**src/hw/rgc_defines.svh**
```systemverilog
// Constants for the refresh granularity link: mode register fields,
// refresh codes, timing figures and the register map of the controller.
// Assumes a 100 MHz system clock on both ends.
`ifndef RGC_DEFINES_SVH
`define RGC_DEFINES_SVH

// ==========================================================
// Clock and link
`define RGC_CLK_NS        10
`define RGC_CK_DIV        4
`define RGC_CK_FALL_PH    2'h1

// ==========================================================
// Mode register numbers and fields
`define RGC_MR_RATE       3'h3
`define RGC_MR_TCR        3'h4
`define RGC_RATE_LSB      6
`define RGC_RATE_MSB      8
`define RGC_TCR_EN_BIT    3
`define RGC_TCR_EXT_BIT   2
`define RGC_RATE_RESET    3'h0

// ==========================================================
// Timing figures (ns) and cycle counts
`define RGC_TREFI_BASE_NS 7800
`define RGC_TREFI_EXT_NS  3900
`define RGC_TRFC1_NS      350
`define RGC_TRFC2_NS      260
`define RGC_TRFC4_NS      160
`define RGC_TREFI_BASE_CYC (`RGC_TREFI_BASE_NS / `RGC_CLK_NS)
`define RGC_TREFI_EXT_CYC  (`RGC_TREFI_EXT_NS / `RGC_CLK_NS)
`define RGC_TRFC1_CYC     ((`RGC_TRFC1_NS + `RGC_CLK_NS - 1) / `RGC_CLK_NS)
`define RGC_TRFC2_CYC     ((`RGC_TRFC2_NS + `RGC_CLK_NS - 1) / `RGC_CLK_NS)
`define RGC_TRFC4_CYC     ((`RGC_TRFC4_NS + `RGC_CLK_NS - 1) / `RGC_CLK_NS)

// ==========================================================
// Controller register map
`define RGC_REG_CTRL      8'h00
`define RGC_REG_OTF       8'h04
`define RGC_REG_STATUS    8'h08
`define RGC_CTRL_RUN_BIT  5
`define RGC_CTRL_EXT_BIT  4
`define RGC_CTRL_TCR_BIT  3

`endif

```
**src/hw/rgc_pkg.sv**
```systemverilog
// Types shared by both ends of the refresh granularity link.
// Assumes rgc_defines.svh for all numeric constants.
package rgc_pkg;

  typedef enum logic [2:0] {
    RGC_FIX1X   = 3'b000,
    RGC_FIX2X   = 3'b001,
    RGC_FIX4X   = 3'b010,
    RGC_RSV3    = 3'b011,
    RGC_RSV4    = 3'b100,
    RGC_OTF12   = 3'b101,
    RGC_OTF14   = 3'b110,
    RGC_RSV7    = 3'b111
  } rgc_rate_t;

  typedef enum logic [1:0] {
    RGC_G1X = 2'b00,
    RGC_G2X = 2'b01,
    RGC_G4X = 2'b10
  } rgc_gran_t;

  typedef struct packed {
    logic        ck;
    logic        cs_n;
    logic        act_n;
    logic        ras_n;
    logic        cas_n;
    logic        we_n;
    logic        bg1;
    logic        bg0;
    logic [1:0]  ba;
    logic [13:0] addr;
  } rgc_link_t;

  typedef enum logic [2:0] {
    RGC_IDLE = 3'b000,
    RGC_MRS3 = 3'b001,
    RGC_MRS4 = 3'b010,
    RGC_RUN  = 3'b011,
    RGC_REFW = 3'b100
  } rgc_cstate_t;

endpackage

```
**src/hw/rgc_link_if.sv**
```systemverilog
// Command link between the memory controller end and the DRAM end.
// Assumes the controller drives every signal; the DRAM only listens.
`timescale 1ns/1ps
interface rgc_link_if;
  logic        ck;
  logic        cs_n;
  logic        act_n;
  logic        ras_n;
  logic        cas_n;
  logic        we_n;
  logic        bg1;
  logic        bg0;
  logic [1:0]  ba;
  logic [13:0] addr;

  modport ctrl (output ck, cs_n, act_n, ras_n, cas_n, we_n, bg1, bg0, ba, addr);
  modport dram (input  ck, cs_n, act_n, ras_n, cas_n, we_n, bg1, bg0, ba, addr);
endinterface

```
**src/hw/rgc_ctrl.sv**
```systemverilog
// Controller end: APB registers, link clock divider, mode register writes
// and a refresh scheduler whose interval follows the chosen granularity.
// Assumes an APB master on CLK and the DRAM end on the link.
`timescale 1ns/1ps
`include "rgc_defines.svh"

// Overview of operation
// - Normal TCR: controller refreshes at base interval
// - Extended TCR: skip refreshes when cool
// - Extended TCR: refresh spacing is 392 CLK (3.92us), 390 CLK rounded up to a slot
// - Mode register write sets refresh timing
// - Rate field decode, reserved codes flagged
// - Program OTF mode before OTF refreshes
// - OTF: BG0 selects 1x or fine refresh
// - Refresh decoded from command pins at edge
// - Reset leaves fixed 1x mode
// - 2x granularity: half base interval
// - 4x granularity: quarter base interval
// - Fixed modes use only their own granularity
// - OTF 1x/2x mixes 1x and 2x
// - OTF 1x/4x never issues 2x
// - Hold off commands for tRFC after refresh
// - TCR enable and temperature mode bits
// - TCR only with fixed 1x mode
module rgc_ctrl (
  // Clock and reset
  input  wire logic        CLK,
  input  wire logic        SRST,
  // APB slave
  input  wire logic        PSEL,
  input  wire logic        PENABLE,
  input  wire logic        PWRITE,
  input  wire logic [7:0]  PADDR,
  input  wire logic [31:0] PWDATA,
  output logic [31:0]      PRDATA,
  output logic             PREADY,
  output logic             PSLVERR,
  // Link to the DRAM
  rgc_link_if.ctrl         link
);

  typedef struct packed {
    rgc_pkg::rgc_cstate_t fsm;
    logic [1:0]           div;
    rgc_pkg::rgc_link_t   lk;
    rgc_pkg::rgc_rate_t   rate;
    logic                 tcr_en;
    logic                 tcr_ext;
    logic                 run;
    logic                 otf_fine;
    logic                 prog_pend;
    logic                 pre4;
    logic [9:0]           ival;
    logic [5:0]           rfc;
    logic [15:0]          ref_cnt;
    logic [31:0]          prdata;
    logic                 pready;
    logic                 pslverr;
  } rgc_cst_t;

  rgc_cst_t st;
  rgc_cst_t next_st;

  logic               slot;
  logic               acc;
  rgc_pkg::rgc_gran_t gran;
  logic [9:0]         ival_load;
  logic [5:0]         rfc_load;
  logic [9:0]         base;

  // ==========================================================
  // Granularity of the next refresh and its timing
  always_comb begin
    slot = st.div == `RGC_CK_FALL_PH;
    acc  = PSEL & PENABLE & ~st.pready;
    unique case (st.rate)
      rgc_pkg::RGC_FIX2X: gran = rgc_pkg::RGC_G2X;
      rgc_pkg::RGC_FIX4X: gran = rgc_pkg::RGC_G4X;
      rgc_pkg::RGC_OTF12: gran = st.otf_fine ? rgc_pkg::RGC_G2X : rgc_pkg::RGC_G1X;
      rgc_pkg::RGC_OTF14: gran = st.otf_fine ? rgc_pkg::RGC_G4X : rgc_pkg::RGC_G1X;
      default:            gran = rgc_pkg::RGC_G1X;
    endcase
    base = (st.tcr_en && st.tcr_ext && st.rate == rgc_pkg::RGC_FIX1X)
           ? 10'(`RGC_TREFI_EXT_CYC) : 10'(`RGC_TREFI_BASE_CYC);
    ival_load = base >> gran;
    unique case (gran)
      rgc_pkg::RGC_G2X: rfc_load = 6'(`RGC_TRFC2_CYC);
      rgc_pkg::RGC_G4X: rfc_load = 6'(`RGC_TRFC4_CYC);
      default:          rfc_load = 6'(`RGC_TRFC1_CYC);
    endcase
  end

  // ==========================================================
  // Next state
  always_comb begin
    next_st         = st;
    next_st.div     = st.div + 2'h1;
    next_st.lk.ck   = ~next_st.div[1];
    next_st.pready  = acc;
    next_st.pslverr = 1'b0;
    if (st.ival != 10'h000) begin
      next_st.ival = st.ival - 10'h001;
    end
    if (st.rfc != 6'h00) begin
      next_st.rfc = st.rfc - 6'h01;
    end
    // Registers
    if (acc) begin
      next_st.prdata = 32'h0000_0000;
      unique case (PADDR)
        `RGC_REG_CTRL: begin
          if (PWRITE) begin
            next_st.rate      = rgc_pkg::rgc_rate_t'(PWDATA[2:0]);
            next_st.tcr_en    = PWDATA[`RGC_CTRL_TCR_BIT];
            next_st.tcr_ext   = PWDATA[`RGC_CTRL_EXT_BIT];
            next_st.run       = PWDATA[`RGC_CTRL_RUN_BIT];
            next_st.prog_pend = 1'b1;
          end
          next_st.prdata = {26'h0, st.run, st.tcr_ext, st.tcr_en, st.rate};
        end
        `RGC_REG_OTF: begin
          if (PWRITE) begin
            next_st.otf_fine = PWDATA[0];
          end
          next_st.prdata = {31'h0, st.otf_fine};
        end
        `RGC_REG_STATUS: begin
          next_st.prdata = {st.ref_cnt, 11'h0, st.fsm, st.rfc != 6'h00, st.prog_pend};
        end
        default: next_st.pslverr = 1'b1;
      endcase
    end
    // Link commands change with the falling link clock edge
    if (slot) begin
      next_st.lk.cs_n  = 1'b1;
      next_st.lk.act_n = 1'b1;
      next_st.lk.ras_n = 1'b1;
      next_st.lk.cas_n = 1'b1;
      next_st.lk.we_n  = 1'b1;
      unique case (st.fsm)
        rgc_pkg::RGC_IDLE: begin
          if (st.prog_pend) begin
            next_st.pre4 = 1'b1;
            next_st.fsm  = rgc_pkg::RGC_MRS4;
          end
        end
        rgc_pkg::RGC_MRS3: begin
          // Rate written before any refresh relies on it
          next_st.lk     = {next_st.lk.ck, 5'b01000, 1'b0, 1'b0, 2'h3, 14'h0000};
          next_st.lk.addr[`RGC_RATE_MSB:`RGC_RATE_LSB] = st.rate;
          next_st.prog_pend = acc & PWRITE & (PADDR == `RGC_REG_CTRL);
          next_st.fsm    = rgc_pkg::RGC_MRS4;
        end
        rgc_pkg::RGC_MRS4: begin
          next_st.lk     = {next_st.lk.ck, 5'b01000, 1'b1, 1'b0, 2'h0, 14'h0000};
          if (st.pre4) begin
            // TCR off first, so a rate change never meets TCR still on
            next_st.pre4 = 1'b0;
            next_st.fsm  = rgc_pkg::RGC_MRS3;
          end else begin
            // TCR only allowed together with fixed 1x
            next_st.lk.addr[`RGC_TCR_EN_BIT] = st.tcr_en &&
                                               st.rate == rgc_pkg::RGC_FIX1X;
            next_st.lk.addr[`RGC_TCR_EXT_BIT] = st.tcr_ext;
            next_st.ival   = ival_load;
            next_st.fsm    = st.run ? rgc_pkg::RGC_RUN : rgc_pkg::RGC_IDLE;
          end
        end
        rgc_pkg::RGC_RUN: begin
          if (st.prog_pend) begin
            next_st.pre4 = 1'b1;
            next_st.fsm  = rgc_pkg::RGC_MRS4;
          end else if (!st.run) begin
            next_st.fsm = rgc_pkg::RGC_IDLE;
          end else if (st.ival == 10'h000) begin
            next_st.lk.cs_n  = 1'b0;
            next_st.lk.ras_n = 1'b0;
            next_st.lk.cas_n = 1'b0;
            // BG0 high for any fine refresh, fixed or on-the-fly; the DRAM reads it only in on-the-fly modes
            next_st.lk.bg0   = gran != rgc_pkg::RGC_G1X;
            next_st.ival     = ival_load;
            next_st.rfc      = rfc_load;
            next_st.ref_cnt  = st.ref_cnt + 16'h0001;
            next_st.fsm      = rgc_pkg::RGC_REFW;
          end
        end
        rgc_pkg::RGC_REFW: begin
          if (st.rfc == 6'h00) begin
            next_st.fsm = rgc_pkg::RGC_RUN;
          end
        end
        default: next_st.fsm = rgc_pkg::RGC_IDLE;
      endcase
    end
    if (SRST) begin
      next_st         = '0;
      next_st.lk      = {1'b1, 5'b11111, 1'b0, 1'b0, 2'h0, 14'h0000};
      next_st.rate    = rgc_pkg::rgc_rate_t'(`RGC_RATE_RESET);
    end
  end

  always_ff @(posedge CLK) begin
    st <= next_st;
  end

  // ==========================================================
  // Outputs straight from state
  assign PRDATA     = st.prdata;
  assign PREADY     = st.pready;
  assign PSLVERR    = st.pslverr;
  assign link.ck    = st.lk.ck;
  assign link.cs_n  = st.lk.cs_n;
  assign link.act_n = st.lk.act_n;
  assign link.ras_n = st.lk.ras_n;
  assign link.cas_n = st.lk.cas_n;
  assign link.we_n  = st.lk.we_n;
  assign link.bg1   = st.lk.bg1;
  assign link.bg0   = st.lk.bg0;
  assign link.ba    = st.lk.ba;
  assign link.addr  = st.lk.addr;

endmodule

```
**src/flat_wrapper.sv**
```systemverilog
// flat-port wrapper written by rule: the top's interface ports become plain ports
module rgc_ctrl_flat 
  (CLK, SRST, PSEL, PENABLE, PWRITE, PADDR, PWDATA, PRDATA, PREADY, PSLVERR, link_ck, link_cs_n, link_act_n, link_ras_n, link_cas_n, link_we_n, link_bg1, link_bg0, link_ba, link_addr);
  rgc_link_if link_i ();
  input  wire logic CLK;
  input  wire logic SRST;
  input  wire logic PSEL;
  input  wire logic PENABLE;
  input  wire logic PWRITE;
  input  wire logic [7:0] PADDR;
  input  wire logic [31:0] PWDATA;
  output logic [31:0] PRDATA;
  output logic PREADY;
  output logic PSLVERR;
  output wire logic [$bits(link_i.ck)-1:0] link_ck;
  output wire logic [$bits(link_i.cs_n)-1:0] link_cs_n;
  output wire logic [$bits(link_i.act_n)-1:0] link_act_n;
  output wire logic [$bits(link_i.ras_n)-1:0] link_ras_n;
  output wire logic [$bits(link_i.cas_n)-1:0] link_cas_n;
  output wire logic [$bits(link_i.we_n)-1:0] link_we_n;
  output wire logic [$bits(link_i.bg1)-1:0] link_bg1;
  output wire logic [$bits(link_i.bg0)-1:0] link_bg0;
  output wire logic [$bits(link_i.ba)-1:0] link_ba;
  output wire logic [$bits(link_i.addr)-1:0] link_addr;
  assign link_ck = link_i.ck;
  assign link_cs_n = link_i.cs_n;
  assign link_act_n = link_i.act_n;
  assign link_ras_n = link_i.ras_n;
  assign link_cas_n = link_i.cas_n;
  assign link_we_n = link_i.we_n;
  assign link_bg1 = link_i.bg1;
  assign link_bg0 = link_i.bg0;
  assign link_ba = link_i.ba;
  assign link_addr = link_i.addr;
  rgc_ctrl u_core (.CLK(CLK), .SRST(SRST), .PSEL(PSEL), .PENABLE(PENABLE), .PWRITE(PWRITE), .PADDR(PADDR), .PWDATA(PWDATA), .PRDATA(PRDATA), .PREADY(PREADY), .PSLVERR(PSLVERR), .link(link_i));
endmodule
```
**config.mk**
```make
export PLATFORM = sky130hd
export DESIGN_NAME = rgc_ctrl_flat
export DESIGN_NICKNAME = d
export VERILOG_FILES = /design/src/hw/rgc_pkg.sv /design/src/hw/rgc_link_if.sv /design/src/hw/rgc_ctrl.sv /design/src/flat_wrapper.sv
export VERILOG_INCLUDE_DIRS = /design/src /design/src/hw
export SDC_FILE = /design/constraint.sdc
export NUM_CORES = 1
export LEC_CHECK = 0
export BUFFER_PORTS_ARGS = -buffer_cell sky130_fd_sc_hd__buf_2
export CAP_MARGIN = 20
export CORE_AREA = 2 2 135 137
export CTS_BUF_LIST = sky130_fd_sc_hd__clkbuf_16
export DETAILED_ROUTE_END_ITERATION = 16
export DIE_AREA = 0 0 137 139
export GPL_ROUTABILITY_DRIVEN = 0
export PLACE_DENSITY_LB_ADDON = 0.08
export SYNTH_ARGS = -nofsm -noshare
export SYNTH_HDL_FRONTEND = slang
export SYNTH_SLANG_ARGS = --single-unit
```
**constraint.sdc**
```tcl
create_clock -name CLK -period 3.25 [get_ports CLK]
set_input_delay 0.65 -clock CLK [delete_from_list [all_inputs] [get_ports CLK]]
set_output_delay 0.65 -clock CLK [all_outputs]
set_load 0.1 [all_outputs]
```
After elaboration in Yosys (flattened, before gate mapping)
Index checks and enable logic that the tools add are counted.
{"block": "word_totals", "inputBits": 45, "regBits": 103, "out_inout_bits": 58}
{"block": "op_classes", "n_addsub": 4, "bitwise_logic": 8, "shift": 1, "mux": 45, "n_reduce_logical": 25, "eq_ne": 20}
{"operator": "$mux W32", "n": 3}
{"operator": "$pmux W32 S3", "n": 1}
{"operator": "$mux W34", "n": 1}
{"operator": "$pmux W16 S2", "n": 1}
{"operator": "$mux W10", "n": 3}
{"operator": "$mux W22", "n": 1}
{"operator": "$pmux W10 S2", "n": 1}
{"operator": "$mux W3", "n": 6}
{"operator": "$add A16 B1 Y16 const B", "n": 1}
{"operator": "$pmux W3 S5", "n": 1}
{"operator": "$mux W1", "n": 13}
{"operator": "$mux W2", "n": 6}
{"operator": "$pmux W6 S2", "n": 1}
{"operator": "$logic_not A10 Y1", "n": 1}
{"operator": "$ne A2 B1 Y1 const B", "n": 5}
{"operator": "$reduce_and A5 Y1", "n": 2}
{"operator": "$reduce_bool A10 Y1", "n": 1}
{"operator": "$shr A10 B2 Y10", "n": 1}
{"operator": "$sub A10 B1 Y10 const B", "n": 1}
{"operator": "$eq A3 B2 Y1 const B", "n": 3}
{"operator": "$eq A3 B3 Y1 const B", "n": 3}
{"operator": "$reduce_and A3 Y1", "n": 3}
{"operator": "$eq A8 B3 Y1 const B", "n": 1}
{"operator": "$eq A8 B4 Y1 const B", "n": 1}
{"operator": "23 further kinds", "n": 42}

Longest topological paths before layout
Gate-level depths: netlist of run 1.
{"block": "depth", "word_depth": 9, "mapped_depth": 9, "depth_no_buf": 7}

Worst setup path before layout of run 1
Ideal clock, no wire load.
{"block": "synth_timing", "path_type": "register -> register", "start": "register u_core.st, in the netlist u_core.PREADY", "end": "register u_core.st, in the netlist u_core.PRDATA[31]", "path_stages_with_launch": 8, "setup_slack_ps": 974, "arrival_ps": 2149, "required_time_ps": 3122, "period_less_slack_ps": 2276, "path_cell_list": "dfxtp_1 > nand3b_1 > and4bb_2 > and2_1 > clkbuf_1 > buf_2 > a22oi_1 > nor2_1"}
{"block": "synth_via", "elab_chain_cells": 2}
{"item": "from (decl)", "line_no": "rgc_ctrl.sv:61", "text": "rgc_cst_t st;"}
{"item": "from (signal assigned)", "line_no": "rgc_ctrl.sv:203", "text": "st <= next_st;"}
{"item": "$not A1 Y1", "line_no": "rgc_ctrl.sv:75", "text": "acc = PSEL & PENABLE & ~st.pready;"}
{"item": "$and A1 B1 Y1", "line_no": "rgc_ctrl.sv:75"}
No other way between the ends.
A chain may end at the register's enable or synchronous reset.

Worst setup path after layout of run 1
{"block": "layout_timing", "start": "register u_core.st[56] (netlist bit)", "end": "register u_core.st[47] (netlist bit)"}
{"block": "layout_via", "elab_chain_cells": 2}
{"item": "$logic_not A10 Y1", "line_no": "rgc_ctrl.sv:175", "text": "end else if (st.ival == 10'h000) begin"}
{"item": "$reduce_and A5 Y1 (no line)"}
No other way between the ends.

==> results of run 1 <==
state kept, by name (all words and copies together) (netlist names):
signal / cells
u_core.link.cas_n: 1
u_core.PSLVERR: 1
u_core.link.addr: 5
u_core.link.ck: 1
u_core.st: 46
u_core.PREADY: 1
u_core.PRDATA: 22
u_core.link.we_n: 1
u_core.link.bg0: 1
u_core.link.bg1: 1
u_core.link.ba: 1
cells in the final DEF, fill, tap and decap left out, drive strengths merged, types with 4 or more instances in the layout:
cell type  count
nand2         64
nand4          5
nand3b         4
nor4          10
a21oi         49
nor2b          6
dfxtp         81
xnor2         17
nand3         22
buf           65
nor2          44
inv           18
or2            4
conb          20
and2           4
ha             9
clkbuf         9
o21ai          7
mux2           4
nand2b         6
or3            6
a22oi         10
nor3          10
worst max path at each step:
stage | from | to | slack [ns] | cells past startpoint
3_3_place_gp | PADDR[5] | u_core.PRDATA[16] | 0.65 | 6
5_1_grt | u_core.st[56] | u_core.st[47] | 0.52 | 8
6_report | u_core.st[56] | u_core.st[47] | 0.74 | 8
4_1_cts | u_core.st[56] | u_core.st[47] | 0.72 | 8
2_1_floorplan | u_core.PREADY | u_core.PRDATA[31] | 0.97 | 7
3_5_place_dp | PADDR[5] | u_core.PRDATA[29] | 0.59 | 6
power breakdown:
| part | switching [uW] | internal [uW] |
|---|---|---|
| clock network | 416 | 582 |
| registers | 91.4 | 1070 |
| logic | 521 | 339 |
| total | 1030 | 1990 |
metrics by stage:
stage / cells / total power [uW] / utilization (%) / worst slack (ns)
finish: 771 / 3020 / 27.1 / 0.743
global route: 771 / 3210 / 27.1 / 0.519
CTS: 771 / 3080 / 27.1 / 0.723
detailed placement: 756 / 2050 / 25.6 / 0.587
global placement: 756 / 2040 / 25.6 / 0.651
floorplan: 544 / 1910 / - / 0.974
worst reg2reg max path, cell delays in order (launching register included):
cell     delay (ns)
dfxtp_1        0.38
inv_1          0.13
ha_1           0.15
nor3b_4        0.31
nand3_2        0.30
buf_4          0.28
nor3_2         0.42
nand3_1        0.15
mux2_2         0.29
area by class of cell:
cell class	count	area (um2)	area share [%]
tap	229	287	5.98
multi-input combinational	366	2190	45.7
clock buffer	9	225	4.70
inverter	15	56.3	1.17
timing repair buffer	65	360	7.52
clock inverter	6	53.8	1.12
sequential	81	1620	33.8
cell families (layout without fill, tap and decap cells):
family          after synthesis  in the layout  synth area share (%)
flops                        81             81                  37.5
buf+inv                      97             95                  13.5
simple gates                203            203                  24.4
fa+ha+maj                     9              9                  2.60
compound gates              107            107                  16.1
mux                           7              7                  1.74
other cells                   2             20                 0.174
xor+xnor                     20             20                  4.05
layer usage:
metal	track usage (%)	vias to the layer above	share of wire (%)
li1	-	1789	-
met5	0	-	0
met2	19.7	53	47
met4	3.64	0	0.99
met3	3.76	8	2.5
met1	16.3	1669	49
==> summary.txt, run 1 <==
GRT
  – Total track usage: 12.5%
  – First-pass GRT wire length: 18600 um
  – Initial antenna violation count: 0
  – Vias in the first global route: 3510
  – Grt ovf: 0
  – Largest net degree at the start of global routing: 58

Worst setup path
  – Setup crit start kind: flop
  – Cell Chain, Critical Path: inv_1 -> ha_1 -> nor3b_4 -> nand3_2 -> buf_4 -> nor3_2 -> nand3_1 -> mux2_2
  – CP arrival: 2.74 ns
  – Crit path buffers/inverters: 2
  – Critical Path RT: between 3 and 4 ns
  – R2R Setup Slk: between 0.7 and 0.8 ns
  – Family with the most delay on the worst path: simple AND/OR/NAND/NOR gates
  – Worst path max stage delay: between 0.4 and 0.5 ns
  – Worst R2R Start: u_core.st[56]
  – Critical Path Sink Type: flop
  – Cell count of the worst reg-to-reg path: 8
  – Setup CP Type: flop to flop
  – Max FO, Critical Path: 11
  – RR Endpoint: u_core.st[47]
  – Worst path slowest cell: nor3_2

Detailed routing
  – Number of remaining DRC errors: 0
  – DR vias: 3519
  – Routed wire length: between 10000 and 15000 um
  – Antenna Nets Post-Route: 0
  – Vias per Instance: 4.56
  – DR iter-0 viols: 208
  – WL/cell: 14.6 um
  – Pre-antenna DRT Iters: 4

Floorplan
  – Starting Density: 24.5%
  – Rows: 49
  – I/O pin count: 103
  – Die X: 137 um
  – Core outline area: 17700 um2
  – Die area: between 15000 and 20000 um2
  – Die Y: 139 um

Yosys
  – Main synth FF type: dfxtp_1
  – Top cells by count, synth: 81 x dfxtp_1, 64 x nand2_1, 53 x buf_4
  – Synth Register Bits: 81
  – Seq/Total Area, Yosys: between 30% and 40%
  – Post-synth top area cell: dfxtp_1
  – Ys Warns: 0
  – Top cell type's share of synthesized area: 37.5%
  – Cell with the most instances after synthesis: dfxtp_1
  – Synthesized area: ~4300 um2
  – Cells after Synth: 526
  – Syn Area/Cell: just over 8 um2
  – FFs w/ async S/R, synth: 0%
  – Area contributors post-synth: dfxtp_1 37%, buf_4 9.2%, a21oi_1 5.7%
  – Cell variety after synth: 65
  – EDFF count, synth: 0

Finish
  – Nets@finish: 592
  – Share of cells above drive strength 1: 18.5%
  – Final Cell Area: around 4800 um2
  – Number of fill cells: 1972
  – Area grow syn2layout: 10.8%
  – Inserted Diodes: 0

Timing
  – Fin Hold WS: approximately 0.42 ns
  – Worst-margin pin slew: approximately 0.63 ns
  – Peak Freq: 399 MHz
  – Fin. Hold Viols: 0
  – Max transition margin: 58.3%
  – Worst Skew: 0.00886 ns
  – Unrepaired setup endpoints after global routing: no
  – Final TNS setup: 0 ns
  – Fin crit share: 77.1%
  – Min Tclk post-route: around 2.5 ns
  – Slew Limit Fails: 0
  – Final setup vio count: 0

Placement
  – Dpl hpwl: 7860 um
  – Placed cell areas: 4510 um2
  – PortBufs: 56

Power
  – Leakage: 0.00184 uW
  – Cell area power density: 630 nW/um2
  – Max IR drop VDD: a little under 0.3 mV

Hold path
  – Hold_sp: u_core.st[99]
  – Hold Path Class: flop to flop
  – Hold Crit Depth: 1
  – Hold path endpoint: u_core.st[99]

Clock network
  – Reg clk slew, reported paths: roughly 0.060 ns
  – # hold bufs at CTS: 0
  – Root Buffer: clkbuf_16
  – CTS Buf Count: 9
  – Clock sinks: 81
  – CTS tree: yes
  – H-tree depth: 3
  – Clock latency on the worst-skew pair: around 0.34 ns
  – Post-CTS Setup Bufs: 0
  – Post-CTS sizing: 0
  – CTS Buffer Depth: 2

Outcome
  – Status: finished, final reports clean

Flow run
  – Max Cap Viol: 0
Power figures use the tool's default switching activity.
==> run 2, diff against run 1 <==
--- a/config.mk
+++ b/config.mk
@@ -6,12 +6,13 @@
 export SDC_FILE = /design/constraint.sdc
 export NUM_CORES = 1
 export LEC_CHECK = 0
+export ABC_AREA = 1
 export BUFFER_PORTS_ARGS = -buffer_cell sky130_fd_sc_hd__buf_2
 export CAP_MARGIN = 20
-export CORE_AREA = 2 2 135 137
+export CORE_AREA = 2 2 136 138
 export CTS_BUF_LIST = sky130_fd_sc_hd__clkbuf_16
 export DETAILED_ROUTE_END_ITERATION = 16
-export DIE_AREA = 0 0 137 139
+export DIE_AREA = 0 0 138 140
 export GPL_ROUTABILITY_DRIVEN = 0
 export PLACE_DENSITY_LB_ADDON = 0.08
 export SYNTH_ARGS = -nofsm -noshare
==> constraint.sdc (replaced) <==
create_clock -name CLK -period 2.45 [get_ports CLK]
set_input_delay 0.49 -clock CLK [delete_from_list [all_inputs] [get_ports CLK]]
set_output_delay 0.49 -clock CLK [all_outputs]
set_load 0.1 [all_outputs]
==> summary.txt, run 2 <==
Power
  – NetSw: 1580 uW (was 1030 uW)
  – Clock share of power: 35.6% (was 33.0%)
  – Internal Power: 2790 uW (was 1990 uW)
  – Logic pwr share: 29.9% (was 28.5%)
  – Max IR drop VDD: 0.309 mV (was 0.298 mV)
  – Register share of total power: 34.5% (was 38.5%)
  – Leakage: 0.00207 uW (was 0.00184 uW)
  – Cell area power density: 874 nW/um2 (was 630 nW/um2)
  – Switching power share of the total: 36.2% (was 34.1%)

Timing
  – Min Tclk post-route: 1.98 ns (was 2.51 ns)
  – Fin worst setup slack: 0.470 ns (was 0.743 ns)
  – Worst-margin pin slew: 0.549 ns (was 0.626 ns)
  – Max transition margin: 63.4% (was 58.3%)
  – Final TNS setup: 0 ns (unchanged)
  – Fin Hold WS: 0.395 ns (was 0.419 ns)
  – Worst Skew: 0.00877 ns (was 0.00886 ns)
  – Fin. Hold Viols: 0 (unchanged)
  – Fin crit share: 80.8% (was 77.1%)
  – Slew Limit Fails: 0 (unchanged)
  – Final setup vio count: 0 (unchanged)
  – Peak Freq: 505 MHz (was 399 MHz)
  – Unrepaired setup endpoints after global routing: no (unchanged)

Yosys
  – Syn Area/Cell: 7.07 um2 (was 8.23 um2)
  – FFs w/ async S/R, synth: 0% (unchanged)
  – Seq/Total Area, Yosys: 36.7% (was 37.5%)
  – Top cells by count, synth: 138 x nand2_1, 81 x dfxtp_1, 70 x a21oi_1 (was 81 x dfxtp_1, 64 x nand2_1, 53 x buf_4)
  – Cell with the most instances after synthesis: nand2_1 (was dfxtp_1)
  – Area contributors post-synth: dfxtp_1 37%, nand2_1 12%, buf_4 8.8% (was dfxtp_1 37%, buf_4 9.2%, a21oi_1 5.7%)
  – EDFF count, synth: 0 (unchanged)
  – Cells after Synth: 625 (was 526)
  – Top cell type's share of synthesized area: 36.7% (was 37.5%)
  – Main synth FF type: dfxtp_1 (unchanged)
  – Synth Register Bits: 81 (unchanged)
  – Post-synth top area cell: dfxtp_1 (unchanged)
  – Cell variety after synth: 41 (was 65)
  – Synthesized area: 4420 um2 (was 4330 um2)
  – Ys Warns: 0 (unchanged)

Floorplan
  – I/O pin count: 103 (unchanged)
  – Starting Density: 24.9% (was 24.5%)
  – Rows: 49 (unchanged)
  – Die Y: 140 um (was 139 um)
  – Core outline area: 17800 um2 (was 17700 um2)
  – Die area: 19300 um2 (was 19000 um2)
  – Die X: 138 um (was 137 um)

Detailed routing
  – DR vias: 3885 (was 3519)
  – Routed wire length: 12400 um (was 11300 um)
  – DR iter-0 viols: 179 (was 208)
  – Number of remaining DRC errors: 0 (unchanged)
  – WL/cell: 14.0 um (was 14.6 um)
  – Antenna Nets Post-Route: 0 (unchanged)
  – Pre-antenna DRT Iters: 5 (was 4)
  – Vias per Instance: 4.38 (was 4.56)

Finish
  – Share of cells above drive strength 1: 16.6% (was 18.5%)
  – Max reg flops: 46 (unchanged)
  – Most flop-heavy register: u_core.st (unchanged)
  – Area grow syn2layout: 13.3% (was 10.8%)
  – Number of fill cells: 2010 (was 1972)
  – Most frequent cells in the layout: 138 x nand2_1, 81 x dfxtp_1, 70 x a21oi_1 (was 81 x dfxtp_1, 64 x nand2_1, 56 x buf_2)
  – Most common cell after layout, fill and taps aside: nand2_1 (was dfxtp_1)
  – Inserted Diodes: 0 (unchanged)
  – Nets@finish: 706 (was 592)

Worst setup path
  – Max FO, Critical Path: 9 (was 11)
  – CP arrival: 2.21 ns (was 2.74 ns)
  – Setup CP Type: flop to flop (unchanged)
  – Worst path max stage delay: 0.32 ns (was 0.42 ns)
  – Worst path slowest cell: dfxtp_1 (was nor3_2)
  – Critical Path RT: 2.68 ns (was 3.48 ns)
  – Setup crit start kind: flop (unchanged)
  – Cell Chain, Critical Path: inv_1 -> ha_1 -> inv_1 -> nor2_1 -> nand3_2 -> nor2_8 -> nand3_2 -> nor2_1 -> nand2_1 -> o21ai_0 -> a21oi_1 (was inv_1 -> ha_1 -> nor3b_4 -> nand3_2 -> buf_4 -> nor3_2 -> nand3_1 -> mux2_2)
  – Critical Path Sink Type: flop (unchanged)

GRT
  – Initial antenna violation count: 0 (unchanged)
  – Vias in the first global route: 3727 (was 3510)
  – Grt ovf: 0 (unchanged)
  – Total track usage: 13.2% (was 12.5%)
  – First-pass GRT wire length: 20100 um (was 18600 um)
  – Largest net degree at the start of global routing: 40 (was 58)

Placement
  – PortBufs: 56 (unchanged)
  – Worst slack at placement: 0.419 ns (was 0.587 ns)
  – Dpl hpwl: 9360 um (was 7860 um)

Clock network
  – Clock sinks: 81 (unchanged)
  – Root Buffer: clkbuf_16 (unchanged)
  – Reg clk slew, reported paths: 0.06 ns (about the same)
  – CTS Buffer Depth: 2 (unchanged)
  – Post-CTS Setup Bufs: 0 (unchanged)
  – CTS tree: yes (unchanged)
  – Post-CTS sizing: 0 (unchanged)
  – H-tree depth: 3 (unchanged)
  – CTS Buf Count: 9 (unchanged)
  – # hold bufs at CTS: 0 (unchanged)
  – Clock latency on the worst-skew pair: 0.35 ns (was 0.34 ns)

Flow run
  – Max Cap Viol: 0 (unchanged)

Hold path
  – Hold Path Class: primary input to flop (was flop to flop)

Outcome
  – Status: finished, final reports clean (unchanged)
-- run 2: changes by cell type after synthesis, moves of 11 or more --
cell,previous run,this run
nand2_1,64,138
o21ai_0,7,51
inv_1,15,55
a21oi_1,49,70
xnor2_1,17,5
nand3_1,20,31
-- run 2: metal layers --
layer	vias up	wire, um	global-route usage, %
li1	2020	-	-
met1	1762	6480	18.6
met2	92	5170	19.5
met3	11	579	3.15
met4	0	210	5.05
met5	-	0	0
-- run 2: cell type report --
type / instances / area (um2) / share of cell area, %
well taps: 229 / 287 / 5.73
multi-input cells: 431 / 2160 / 43.2
clock buffers: 9 / 225 / 4.50
flip-flops and latches: 81 / 1620 / 32.4
repair buffers: 68 / 370 / 7.40
inverters: 61 / 229 / 4.58
clock inverters: 7 / 110 / 2.20
-- run 2: cell families (layout without fill, tap and decap cells) --
group,Yosys count,count (layout),synth area share (%)
AO/OA/AOI/OAI,132,132,15.8
XOR/XNOR,12,12,2.38
adder cells (fa/ha/maj),9,9,2.55
buffers and inverters,131,145,16.0
flip-flops,81,81,36.7
other,2,20,0.170
AND/OR/NAND/NOR,258,258,26.5
-- run 2: critical path, delay by kind of cell, from the launching register on --
family	cells	cell delay (ns)
AND/OR/NAND/NOR	6	0.97
flip-flops	1	0.32
AO/OA/AOI/OAI	2	0.20
adder cells (fa/ha/maj)	1	0.19
buffers and inverters	2	0.17
-- run 2: power by group through the flow --
stage,logic [uW],clock network (uW),registers (uW)
after floorplan,1100,0,1540
after global placement,1310,0,1540
after detailed placement,1310,0,1540
after CTS,1310,1610,1510
after global routing,1450,1660,1530
final,1310,1560,1510
-- run 2: per-stage QoR --
step                util (%)  total power (uW)  std cells  cell area [um2]
finish                  28.1              4380        886             5000
global placement        26.3              2850        870             4670
detailed placement      26.3              2850        870             4670
global route            28.1              4640        886             5000
floorplan                  -              2650        643             4490
CTS                     28.1              4430        886             5000
-- run 2: worst paths after layout --
kind / startpoint / to / slack (ns) / cells after the start
worst min-delay path: PWDATA[3] / u_core.st[71] / 0.39 / 3
worst max register to register: u_core.st[56] / u_core.st[40] / 0.47 / 11
worst max-delay path: u_core.st[56] / u_core.st[40] / 0.47 / 11
worst min register to register: u_core.st[99] / u_core.st[99] / 0.42 / 1
